[src/dfd_pkg.sv]
/*
 * Shared constants and types for the instruction field decoder: field
 * positions inside the 16-bit instruction word, operation encodings and the
 * packed control word handed to the datapath.
 * Assumes a single-clock core in which fetch, decode and datapath share clk.
 */
package dfd_pkg;

    localparam int INSTR_W = 16;

    // Field positions inside the instruction word.
    localparam int DEST_BIT = 10;
    localparam int XFER_BIT = 10;
    localparam int SRC_BIT = 9;
    localparam int F1_LSB = 5;
    localparam int F2_LSB = 5;
    localparam int F3_LSB = 5;
    localparam int FUNC_W = 4;
    localparam int X_BIT = 4;
    localparam int YZ_LSB = 0;
    localparam int YZ_W = 4;
    localparam int COND_LSB = 0;
    localparam int COND_W = 5;
    localparam int MOVE_LSB = 4;
    localparam int MOVE_W = 6;
    localparam int BR_LSB = 8;
    localparam int BR_W = 3;
    localparam int SHORT_LSB = 9;
    localparam int SOFT_INT_BIT = 10;
    localparam int NI_LSB = 7;
    localparam int NI_W = 4;
    localparam int K_LSB = 0;
    localparam int K_W = 7;
    localparam int DIR_BIT = 10;
    localparam int DIRECT_REG_LSB = 6;
    localparam int DIRECT_REG_W = 4;
    localparam int THREE_OPERAND_SOURCE_SELECT_LSB = 3;
    localparam int F4_HI_LSB = 6;
    localparam int F4_LO_BIT = 4;
    localparam int AUX_LSB = 0;
    localparam int AUX_W = 4;
    localparam int JUMP_W = 12;

    // Condition codes with fixed meaning and the last defined one.
    localparam logic [4:0] COND_ALWAYS = 5'h0e;
    localparam logic [4:0] COND_NEVER = 5'h0f;
    localparam logic [4:0] COND_LAST = 5'h1c;
    localparam int COND_N = 29;

    // Data-move register groups.
    localparam logic [5:0] MOVE_PTR_BASE = 6'h00;
    localparam logic [5:0] MOVE_ACC_BASE = 6'h30;

    typedef enum logic [3:0] {
        mac_mpy, mac_mpy_add, mac_prod, mac_mpy_sub,
        mac_load_p, mac_add_p, mac_nop, mac_sub_p,
        mac_or_y, mac_xor_y, mac_test_and_y, mac_cmp_y,
        mac_load_y, mac_add_y, mac_and_y, mac_sub_y
    } dfd_mac_op_t;

    typedef enum logic [3:0] {
        sf_shr1, sf_shl1, sf_shr4, sf_shl4, sf_shr8, sf_shl8, sf_shr16, sf_shl16,
        sf_load_p, sf_inc_high, sf_ones_comp, sf_round,
        sf_load_y, sf_inc, sf_copy, sf_negate
    } dfd_sf_op_t;

    typedef enum logic [1:0] {pm_none, pm_inc1, pm_incj} dfd_ptr_mod_t;
    typedef enum logic [1:0] {cm_zp, cm_pz, cm_m2, cm_jk} dfd_comp_mode_t;
    typedef enum logic [2:0] {
        br_return, br_ireturn, br_goto_ptr, br_call_ptr, br_none
    } dfd_br_t;
    typedef enum logic [2:0] {
        a3_none, a3_or, a3_xor, a3_test_and, a3_test_sub, a3_add, a3_and, a3_sub
    } dfd_alu3_op_t;
    typedef enum logic [1:0] {
        s3_low_imm, s3_src_xfer, s3_high_imm, s3_src_prod
    } dfd_src3_t;
    typedef enum logic [4:0] {
        bm_none,
        bm_arith_r_aux, bm_arith_l_aux, bm_logic_r_aux, bm_logic_l_aux,
        bm_arith_r_src, bm_arith_l_src, bm_logic_r_src, bm_logic_l_src,
        bm_arith_r_imm, bm_arith_l_imm, bm_logic_r_imm, bm_logic_l_imm,
        bm_exp, bm_norm, bm_exts_imm, bm_exts_aux, bm_extz_imm, bm_extz_aux,
        bm_ins_imm, bm_ins_aux, bm_alt_acc0, bm_alt_acc1
    } dfd_bmu_op_t;

    typedef struct packed {
        logic valid;
        logic dest_acc;
        logic src_acc;
        logic xfer_acc;
        dfd_mac_op_t mac_op;
        logic mac_writes_dest;
        logic coef_inc_by_index;
        logic half_high;
        logic [1:0] ptr_sel;
        dfd_ptr_mod_t ptr_mod;
        logic [1:0] comp_ptr_sel;
        dfd_comp_mode_t comp_mode;
        dfd_sf_op_t sf_op;
        logic [4:0] cond_code;
        logic cond_true;
        logic cond_reserved;
        logic [5:0] move_reg;
        logic move_is_ptr;
        logic move_is_acc_half;
        logic move_reserved;
        dfd_br_t br_type;
        logic br_reserved;
        logic [1:0] short_pair;
        logic soft_int;
        logic qualifier;
        logic cache_redo;
        logic [NI_W-1:0] cache_count;
        logic [K_W-1:0] cache_iter;
        logic direct_read;
        logic [DIRECT_REG_W-1:0] direct_reg;
        dfd_alu3_op_t alu3_op;
        logic alu3_writes_dest;
        logic alu3_reserved;
        dfd_src3_t alu3_src;
        dfd_bmu_op_t bmu_op;
        logic [1:0] bmu_aux;
        logic bmu_reserved;
        logic [JUMP_W-1:0] jump_target;
    } dfd_ctl_t;

endpackage

[src/dfd_decoder.sv]
/*
 * Instruction field decoder. Every cycle the fetched word is split into all
 * of its operand and function fields in parallel and the decoded controls
 * are registered into one control word for the datapath and the address
 * generators. Which format applies is chosen downstream from the type field.
 * Assumes the word, the condition flags and the loop-count register value
 * come from logic on the same clock, so none of them is synchronised.
 */

// Overview of operation
// - Source bit 0 selects accumulator zero, 1 selects accumulator one.
// - Transfer bit is inverted: 0 selects accumulator one, 1 accumulator zero.
// - Multiply/ALU code maps to sixteen operations; two compare codes, product and nop write nothing.
// - Two-operand form: X bit picks pointer step of one or index.
// - One-operand form: X bit picks low or high half.
// - Indirect field: top bits pick pointer, low bits pick none, +1 or +j.
// - Compound field: top bits pick pointer, low bits pick zp, pz, m2, jk.
// - Special function code maps to shifts, loads, increments, complement, round, negate.
// - Condition codes up to 28 defined; 14 always true, 15 never; rest reserved.
// - Move register field maps core and peripheral registers; some codes reserved.
// - Branch type: return, interrupt return, goto or call via pointer; top bit reserved.
// - Short-immediate field picks one of four register pairs.
// - Qualifier with interrupt bit set is a software interrupt, else a qualifier.
// - Cache-loop count field gives the number of instructions cached.
// - A cache count of zero means redo the block already cached.
// - Repeat field gives how many times the cached block runs.
// - A repeat field of zero takes the count from the loop-count register.
// - Direct move: direction 0 writes register to memory, 1 reads memory.
// - Three-operand ALU code maps to five writing and two test-only operations.
// - Operand select picks low/high half with immediate, transfer or product.
// - Bit-manipulation function and auxiliary fields decode together; xx picks aux register.
// - Destination bit 0 selects accumulator zero, 1 selects accumulator one.
module dfd_decoder (
    input wire logic clk,
    input wire logic rst_b,
    input wire logic instr_valid,
    input wire logic [dfd_pkg::INSTR_W-1:0] instr,
    input wire logic [dfd_pkg::COND_N-1:0] cond_flags,
    input wire logic [dfd_pkg::K_W-1:0] loop_count,
    output dfd_pkg::dfd_ctl_t ctl
);

    dfd_pkg::dfd_ctl_t q;
    dfd_pkg::dfd_ctl_t next_q;

    logic [3:0] f1_code;
    logic [3:0] f2_code;
    logic [3:0] f3_code;
    logic [3:0] f4_code;
    logic [3:0] aux_code;
    logic [3:0] yz_code;
    logic [4:0] cond_code;
    logic [5:0] move_code;
    logic [2:0] br_code;
    logic [dfd_pkg::NI_W-1:0] ni_code;
    logic [dfd_pkg::K_W-1:0] k_code;

    assign f1_code = instr[dfd_pkg::F1_LSB +: dfd_pkg::FUNC_W];
    assign f2_code = instr[dfd_pkg::F2_LSB +: dfd_pkg::FUNC_W];
    assign f3_code = instr[dfd_pkg::F3_LSB +: dfd_pkg::FUNC_W];
    // The function bits of the bit-manipulation form are split around bit 5.
    assign f4_code = {instr[dfd_pkg::F4_HI_LSB +: 3], instr[dfd_pkg::F4_LO_BIT]};
    assign aux_code = instr[dfd_pkg::AUX_LSB +: dfd_pkg::AUX_W];
    assign yz_code = instr[dfd_pkg::YZ_LSB +: dfd_pkg::YZ_W];
    assign cond_code = instr[dfd_pkg::COND_LSB +: dfd_pkg::COND_W];
    assign move_code = instr[dfd_pkg::MOVE_LSB +: dfd_pkg::MOVE_W];
    assign br_code = instr[dfd_pkg::BR_LSB +: dfd_pkg::BR_W];
    assign ni_code = instr[dfd_pkg::NI_LSB +: dfd_pkg::NI_W];
    assign k_code = instr[dfd_pkg::K_LSB +: dfd_pkg::K_W];

    always_comb begin
        next_q = '0;
        next_q.valid = instr_valid;

        // Accumulator selections.
        next_q.dest_acc = instr[dfd_pkg::DEST_BIT];
        next_q.src_acc = instr[dfd_pkg::SRC_BIT];
        next_q.xfer_acc = ~instr[dfd_pkg::XFER_BIT];

        // Multiply/ALU function; codes 1010 and 1011 only set flags.
        next_q.mac_op = dfd_pkg::dfd_mac_op_t'(f1_code);
        case (next_q.mac_op)
            dfd_pkg::mac_prod,
            dfd_pkg::mac_nop,
            dfd_pkg::mac_test_and_y,
            dfd_pkg::mac_cmp_y: begin
                next_q.mac_writes_dest = 1'b0;
            end
            default: begin
                next_q.mac_writes_dest = 1'b1;
            end
        endcase

        // The X bit has two readings; the datapath uses the one its format needs.
        next_q.coef_inc_by_index = instr[dfd_pkg::X_BIT];
        next_q.half_high = instr[dfd_pkg::X_BIT];

        // Indirect addressing with post-modification.
        next_q.ptr_sel = yz_code[3:2];
        case (yz_code[1:0])
            2'h1: begin
                next_q.ptr_mod = dfd_pkg::pm_inc1;
            end
            2'h3: begin
                next_q.ptr_mod = dfd_pkg::pm_incj;
            end
            default: begin
                next_q.ptr_mod = dfd_pkg::pm_none;
            end
        endcase

        // Compound addressing shares the same four bits.
        next_q.comp_ptr_sel = yz_code[3:2];
        next_q.comp_mode = dfd_pkg::dfd_comp_mode_t'(yz_code[1:0]);

        // Special function.
        next_q.sf_op = dfd_pkg::dfd_sf_op_t'(f2_code);

        // Condition evaluation against the flags supplied by the datapath.
        next_q.cond_code = cond_code;
        if (cond_code > dfd_pkg::COND_LAST) begin
            next_q.cond_reserved = 1'b1;
            next_q.cond_true = 1'b0;
        end else if (cond_code == dfd_pkg::COND_ALWAYS) begin
            next_q.cond_true = 1'b1;
        end else if (cond_code == dfd_pkg::COND_NEVER) begin
            next_q.cond_true = 1'b0;
        end else begin
            next_q.cond_true = cond_flags[cond_code];
        end

        // Data-move register target.
        next_q.move_reg = move_code;
        case (move_code)
            6'h0f, 6'h1e, 6'h2c, 6'h2d, 6'h2e, 6'h2f, 6'h39, 6'h3e: begin
                next_q.move_reserved = 1'b1;
            end
            default: begin
                next_q.move_reserved = 1'b0;
            end
        endcase
        if (move_code[5:2] == dfd_pkg::MOVE_PTR_BASE[5:2]) begin
            next_q.move_is_ptr = 1'b1;
        end
        if (move_code[5:2] == dfd_pkg::MOVE_ACC_BASE[5:2]) begin
            next_q.move_is_acc_half = 1'b1;
        end

        // Indirect branch type; a reserved type becomes no branch at all.
        if (br_code[2]) begin
            next_q.br_type = dfd_pkg::br_none;
            next_q.br_reserved = 1'b1;
        end else begin
            next_q.br_type = dfd_pkg::dfd_br_t'(br_code);
        end

        // Short immediate register pair; the type field picks the member.
        next_q.short_pair = instr[dfd_pkg::SHORT_LSB +: 2];

        // Qualifier or software interrupt.
        next_q.soft_int = instr[dfd_pkg::SOFT_INT_BIT];
        next_q.qualifier = ~instr[dfd_pkg::SOFT_INT_BIT];

        // Cache loop set-up.
        next_q.cache_count = ni_code;
        next_q.cache_redo = (ni_code == '0);
        if (k_code == '0) begin
            next_q.cache_iter = loop_count;
        end else begin
            next_q.cache_iter = k_code;
        end

        // Direct addressing.
        next_q.direct_read = instr[dfd_pkg::DIR_BIT];
        next_q.direct_reg = instr[dfd_pkg::DIRECT_REG_LSB +: dfd_pkg::DIRECT_REG_W];

        // Three-operand ALU; only codes with the top bit set and 1100 excluded.
        next_q.alu3_writes_dest = 1'b1;
        case (f3_code)
            4'h8: begin
                next_q.alu3_op = dfd_pkg::a3_or;
            end
            4'h9: begin
                next_q.alu3_op = dfd_pkg::a3_xor;
            end
            4'ha: begin
                next_q.alu3_op = dfd_pkg::a3_test_and;
                next_q.alu3_writes_dest = 1'b0;
            end
            4'hb: begin
                next_q.alu3_op = dfd_pkg::a3_test_sub;
                next_q.alu3_writes_dest = 1'b0;
            end
            4'hd: begin
                next_q.alu3_op = dfd_pkg::a3_add;
            end
            4'he: begin
                next_q.alu3_op = dfd_pkg::a3_and;
            end
            4'hf: begin
                next_q.alu3_op = dfd_pkg::a3_sub;
            end
            default: begin
                next_q.alu3_op = dfd_pkg::a3_none;
                next_q.alu3_writes_dest = 1'b0;
                next_q.alu3_reserved = 1'b1;
            end
        endcase
        next_q.alu3_src = dfd_pkg::dfd_src3_t'(instr[dfd_pkg::THREE_OPERAND_SOURCE_SELECT_LSB +: 2]);

        // Bit-manipulation unit. The low two auxiliary bits name ar0..ar3
        // wherever the encoding leaves them free.
        next_q.bmu_aux = aux_code[1:0];
        casez ({f4_code, aux_code})
            8'b0000_00??: begin
                next_q.bmu_op = dfd_pkg::bm_arith_r_aux;
            end
            8'b0001_00??: begin
                next_q.bmu_op = dfd_pkg::bm_arith_l_aux;
            end
            8'b0000_10??: begin
                next_q.bmu_op = dfd_pkg::bm_logic_r_aux;
            end
            8'b0001_10??: begin
                next_q.bmu_op = dfd_pkg::bm_logic_l_aux;
            end
            8'b1000_0000: begin
                next_q.bmu_op = dfd_pkg::bm_arith_r_src;
            end
            8'b1001_0000: begin
                next_q.bmu_op = dfd_pkg::bm_arith_l_src;
            end
            8'b1000_1000: begin
                next_q.bmu_op = dfd_pkg::bm_logic_r_src;
            end
            8'b1001_1000: begin
                next_q.bmu_op = dfd_pkg::bm_logic_l_src;
            end
            8'b1100_0000: begin
                next_q.bmu_op = dfd_pkg::bm_arith_r_imm;
            end
            8'b1101_0000: begin
                next_q.bmu_op = dfd_pkg::bm_arith_l_imm;
            end
            8'b1100_1000: begin
                next_q.bmu_op = dfd_pkg::bm_logic_r_imm;
            end
            8'b1101_1000: begin
                next_q.bmu_op = dfd_pkg::bm_logic_l_imm;
            end
            8'b0000_1100: begin
                next_q.bmu_op = dfd_pkg::bm_exp;
            end
            8'b0001_11??: begin
                next_q.bmu_op = dfd_pkg::bm_norm;
            end
            8'b1110_0000: begin
                next_q.bmu_op = dfd_pkg::bm_exts_imm;
            end
            8'b0010_00??: begin
                next_q.bmu_op = dfd_pkg::bm_exts_aux;
            end
            8'b1110_0100: begin
                next_q.bmu_op = dfd_pkg::bm_extz_imm;
            end
            8'b0010_01??: begin
                next_q.bmu_op = dfd_pkg::bm_extz_aux;
            end
            8'b1110_1000: begin
                next_q.bmu_op = dfd_pkg::bm_ins_imm;
            end
            8'b1010_10??: begin
                next_q.bmu_op = dfd_pkg::bm_ins_aux;
            end
            8'b0111_0000: begin
                next_q.bmu_op = dfd_pkg::bm_alt_acc0;
            end
            8'b0111_0001: begin
                next_q.bmu_op = dfd_pkg::bm_alt_acc1;
            end
            default: begin
                // Unlisted pairs must not reach the shifter at all.
                next_q.bmu_op = dfd_pkg::bm_none;
                next_q.bmu_reserved = 1'b1;
            end
        endcase

        next_q.jump_target = instr[dfd_pkg::JUMP_W-1:0];
    end

    always_ff @(posedge clk or negedge rst_b) begin
        if (!rst_b) begin
            q <= '0;
        end else begin
            q <= next_q;
        end
    end

    assign ctl = q;

endmodule

[config.mk]
export PLATFORM = sky130hd
export DESIGN_NAME = dfd_decoder
export DESIGN_NICKNAME = d
export VERILOG_FILES = /design/src/dfd_pkg.sv /design/src/dfd_decoder.sv
export SDC_FILE = /design/constraint.sdc
export NUM_CORES = 1
export LEC_CHECK = 0
export BUFFER_PORTS_ARGS = -buffer_cell sky130_fd_sc_hd__buf_4
export CAP_MARGIN = 15
export CELL_PAD_IN_SITES_DETAIL_PLACEMENT = 2
export CELL_PAD_IN_SITES_GLOBAL_PLACEMENT = 2
export CORE_MARGIN = 2
export CORE_UTILIZATION = 25
export CTS_CLUSTER_DIAMETER = 50
export DETAILED_ROUTE_END_ITERATION = 10
export PLACE_DENSITY_LB_ADDON = 0.3
export SETUP_SLACK_MARGIN = 0.02
export SLEW_MARGIN = 20
export SYNTH_ARGS = -nofsm -noshare
export SYNTH_HDL_FRONTEND = slang
export SYNTH_SLANG_ARGS = --single-unit
[constraint.sdc]
create_clock -name clk -period 1 [get_ports clk]
set_clock_uncertainty 0.15 [all_clocks]
set_input_delay 0.1 -clock clk [delete_from_list [all_inputs] [get_ports clk]]
set_output_delay 0.1 -clock clk [all_outputs]
set_load 0.02 [all_outputs]
==> metrics.txt <==
Cell variety after synth 57; maximum frequency from static timing analysis 0.8338 GHz; final hold violation count 5; CTS Root Buffer Type clkbuf_8; classification of the worst setup path flip-flop to output pin; unrepaired setup endpoints after global routing yes; DR iter-0 viols 92; part of the Yosys area used for sequential elements 42.07%; number of flip-flops in the largest register 43; kind of end point of the critical path output pin; number of max-capacitance violations reported 0; DP Wirelength 7009 um; final setup vio count 98; number of buffers created by CTS 5; Final GP Congestion 0.8405; fin crit period 1199 ps; wire length of the first global-routing pass 15620 um; share of the core filled with cells in the final layout 47.72%; run status finished, violations left; DRC viols 0; tightest slew margin relative to the limit 80.09%; DR vias/cell 4.584; Static Leakage 2.236 nW; Post-Syn Instances 252; synthesis warning total 0; worst hold path type input pin to flip-flop; number of top-level pins 146; Critical Path Max Stage Delay 490 ps; aggregate global routing overflow 0; sequence of cells on the critical path buf_6; design area 4707 sq um; least setup slack across all paths after layout -199.4 ps; per-cell routed wire length 19.25 um; source of the worst hold timing path instr[7]; count of input and output buffers 141; die span in y 105.1 um; initial antenna violation count 0; count of flip-flops with a built-in enable after synthesis 0; violations in the final reports hold timing, setup timing; Startpoint Class flip-flop; Period Utilization, post-route 119.9%; Buf+Inv Stages, Crit Path 1; x dimension of the die 105.1 um; PwrDens 1004 nW/um^2; placeable core region 9864 sq um; CTS H-Tree Depth 2; max-slew violation count 0; syn_area_per_cell 10.15 sq um; CTS sink cnt 43; number of global-route vias before repair 2812; net total in the final layout 471; Net Count, Synth 307; Crit path arrival time 950 ps; worst-case setup slack after placement -540.7 ps; Max IR drop VDD 0.4843 mV; share of cells above drive strength 1 65.23%; TritonCTS clock tree built; register bit total from synthesis 43; critical path data required time 750 ps; Total Wirelength 10590 um; gr usage total 17.99%; worst setup path startpoint ctl[7]; Area Growth Syn to Fin 84.05%; starting density of the core 25.93%; async set-reset flop share out of synthesis 100.0%; Critical path destination ctl[7]; CP Max Fanout 6; number of buffers on the longest clock path 2; most instantiated flip-flop cell in the synthesis netlist dfrtp_1; total vias in the final route 2521; number of stages on the worst setup path 1; Least-Margin Pin Slew 297.6 ps; number of placement rows 36; Initial DRT Pass Iterations 4; Clock Pin Slew Worst Setup and Hold Paths 80 ps; Post-DRT Antenna Nets 0; number of diodes 0; pin count of the biggest net entering global routing 24; hold_ws -59.54 ps; family with the most delay on the worst path flip-flops; netlist area before placement 2557 sq um; critical path's slowest cell dfrtp_2; standard cell area after detailed placement 3752 sq um; die outline area 11050 sq um
[layer usage]
metal | track usage, % | vias to the layer above | wire length [um]
met5 | 0 | - | 0
met4 | 4.476 | 0 | 184
met3 | 3.556 | 13 | 456
met2 | 34.09 | 99 | 5961
met1 | 20.47 | 1257 | 3983
li1 | - | 1152 | -
[how the worst min path moves through the flow]
| stage | slack [ps] | cells past startpoint | endpoint |
|---|---|---|---|
| CTS | -80 | 2 | ctl[7] |
| global placement | -150 | 1 | ctl[11] |
| detailed placement | -160 | 1 | ctl[11] |
| floorplan | -350 | 0 | ctl[0] |
| finish | -60 | 2 | ctl[7] |
| global route | -60 | 2 | ctl[7] |
[Yosys cell counts (4+ instances only)]
master	instances	area share, %
o21ai_0	4	0.78
o22ai_1	4	0.98
nand2b_1	5	1.2
buf_2	12	2.3
buf_4	51	15
nor2b_1	6	1.5
buf_6	5	2.2
nor2_1	13	1.9
inv_1	5	0.73
mux2i_1	8	3.1
nand2_1	17	2.5
a21oi_1	6	1.2
a21o_1	4	1.2
mux4_2	4	3.5
dfrtp_1	43	42
nand3_1	7	1.4
[layout make-up]
type / instances / area [sq um]
fillers: 982 / 5157
repair buffers: 226 / 2190
multi-input cells: 133 / 1149
flip-flops and latches: 43 / 1090
well taps: 133 / 166.4
clock buffers: 7 / 76.32
inverters: 7 / 31.28
clock inverters: 1 / 5.005
[repair_timing]
action / 4_1_cts / 5_1_grt
hold buffers: 19 / 2
pin swaps: 11 / 17
setup buffers: 4 / 2
setup endpoints to repair: 104 / 108
cloned: 0 / 1
gates resized for setup: 118 / 41
hold endpoints to repair: 69 / 6
[stage by stage]
stage	hold slack (ps)	power, mW	cells	TNS [ps]
floorplan	-345.6	2.706	252	-2941
global placement	-154.2	3.252	515	-6635
detailed placement	-158.3	3.295	515	-7267
CTS	-84.91	4.666	546	-13560
global route	-60.35	4.944	550	-15570
finish	-59.54	4.724	550	-12600
[cell usage in the layout (no fill, tap or decap), types with 3 or more instances in the layout]
cell	count
clkbuf_8	5
a21o_1	4
nand2b_4	3
a21oi_2	3
nor2b_1	4
dlygate4sd3_1	18
o21ai_1	4
nand3_1	5
nand2_2	3
buf_12	6
inv_1	3
nor2_1	11
nand2_1	14
mux2i_1	8
buf_4	107
mux4_2	4
dfrtp_2	11
o21ai_0	3
buf_6	92
dfrtp_1	32
[kinds of logic after synthesis]
kind of cell / after synthesis / synth area share (%)
AO/OA/AOI/OAI: 46 / 13.36
XOR/XNOR: 3 / 1.028
adder cells (fa/ha/maj): 1 / 0.3914
buffers and inverters: 76 / 20.79
flip-flops: 43 / 42.07
multiplexers: 12 / 6.654
AND/OR/NAND/NOR: 71 / 15.71
[report_power, final]
group / internal [mW] / leakage, nW / switching, mW
clock network: 0.491 / 0.0422 / 0.597
registers: 1.83 / 0.517 / 0.0903
logic: 0.909 / 1.68 / 0.802
(Power assumes the default switching activity.)
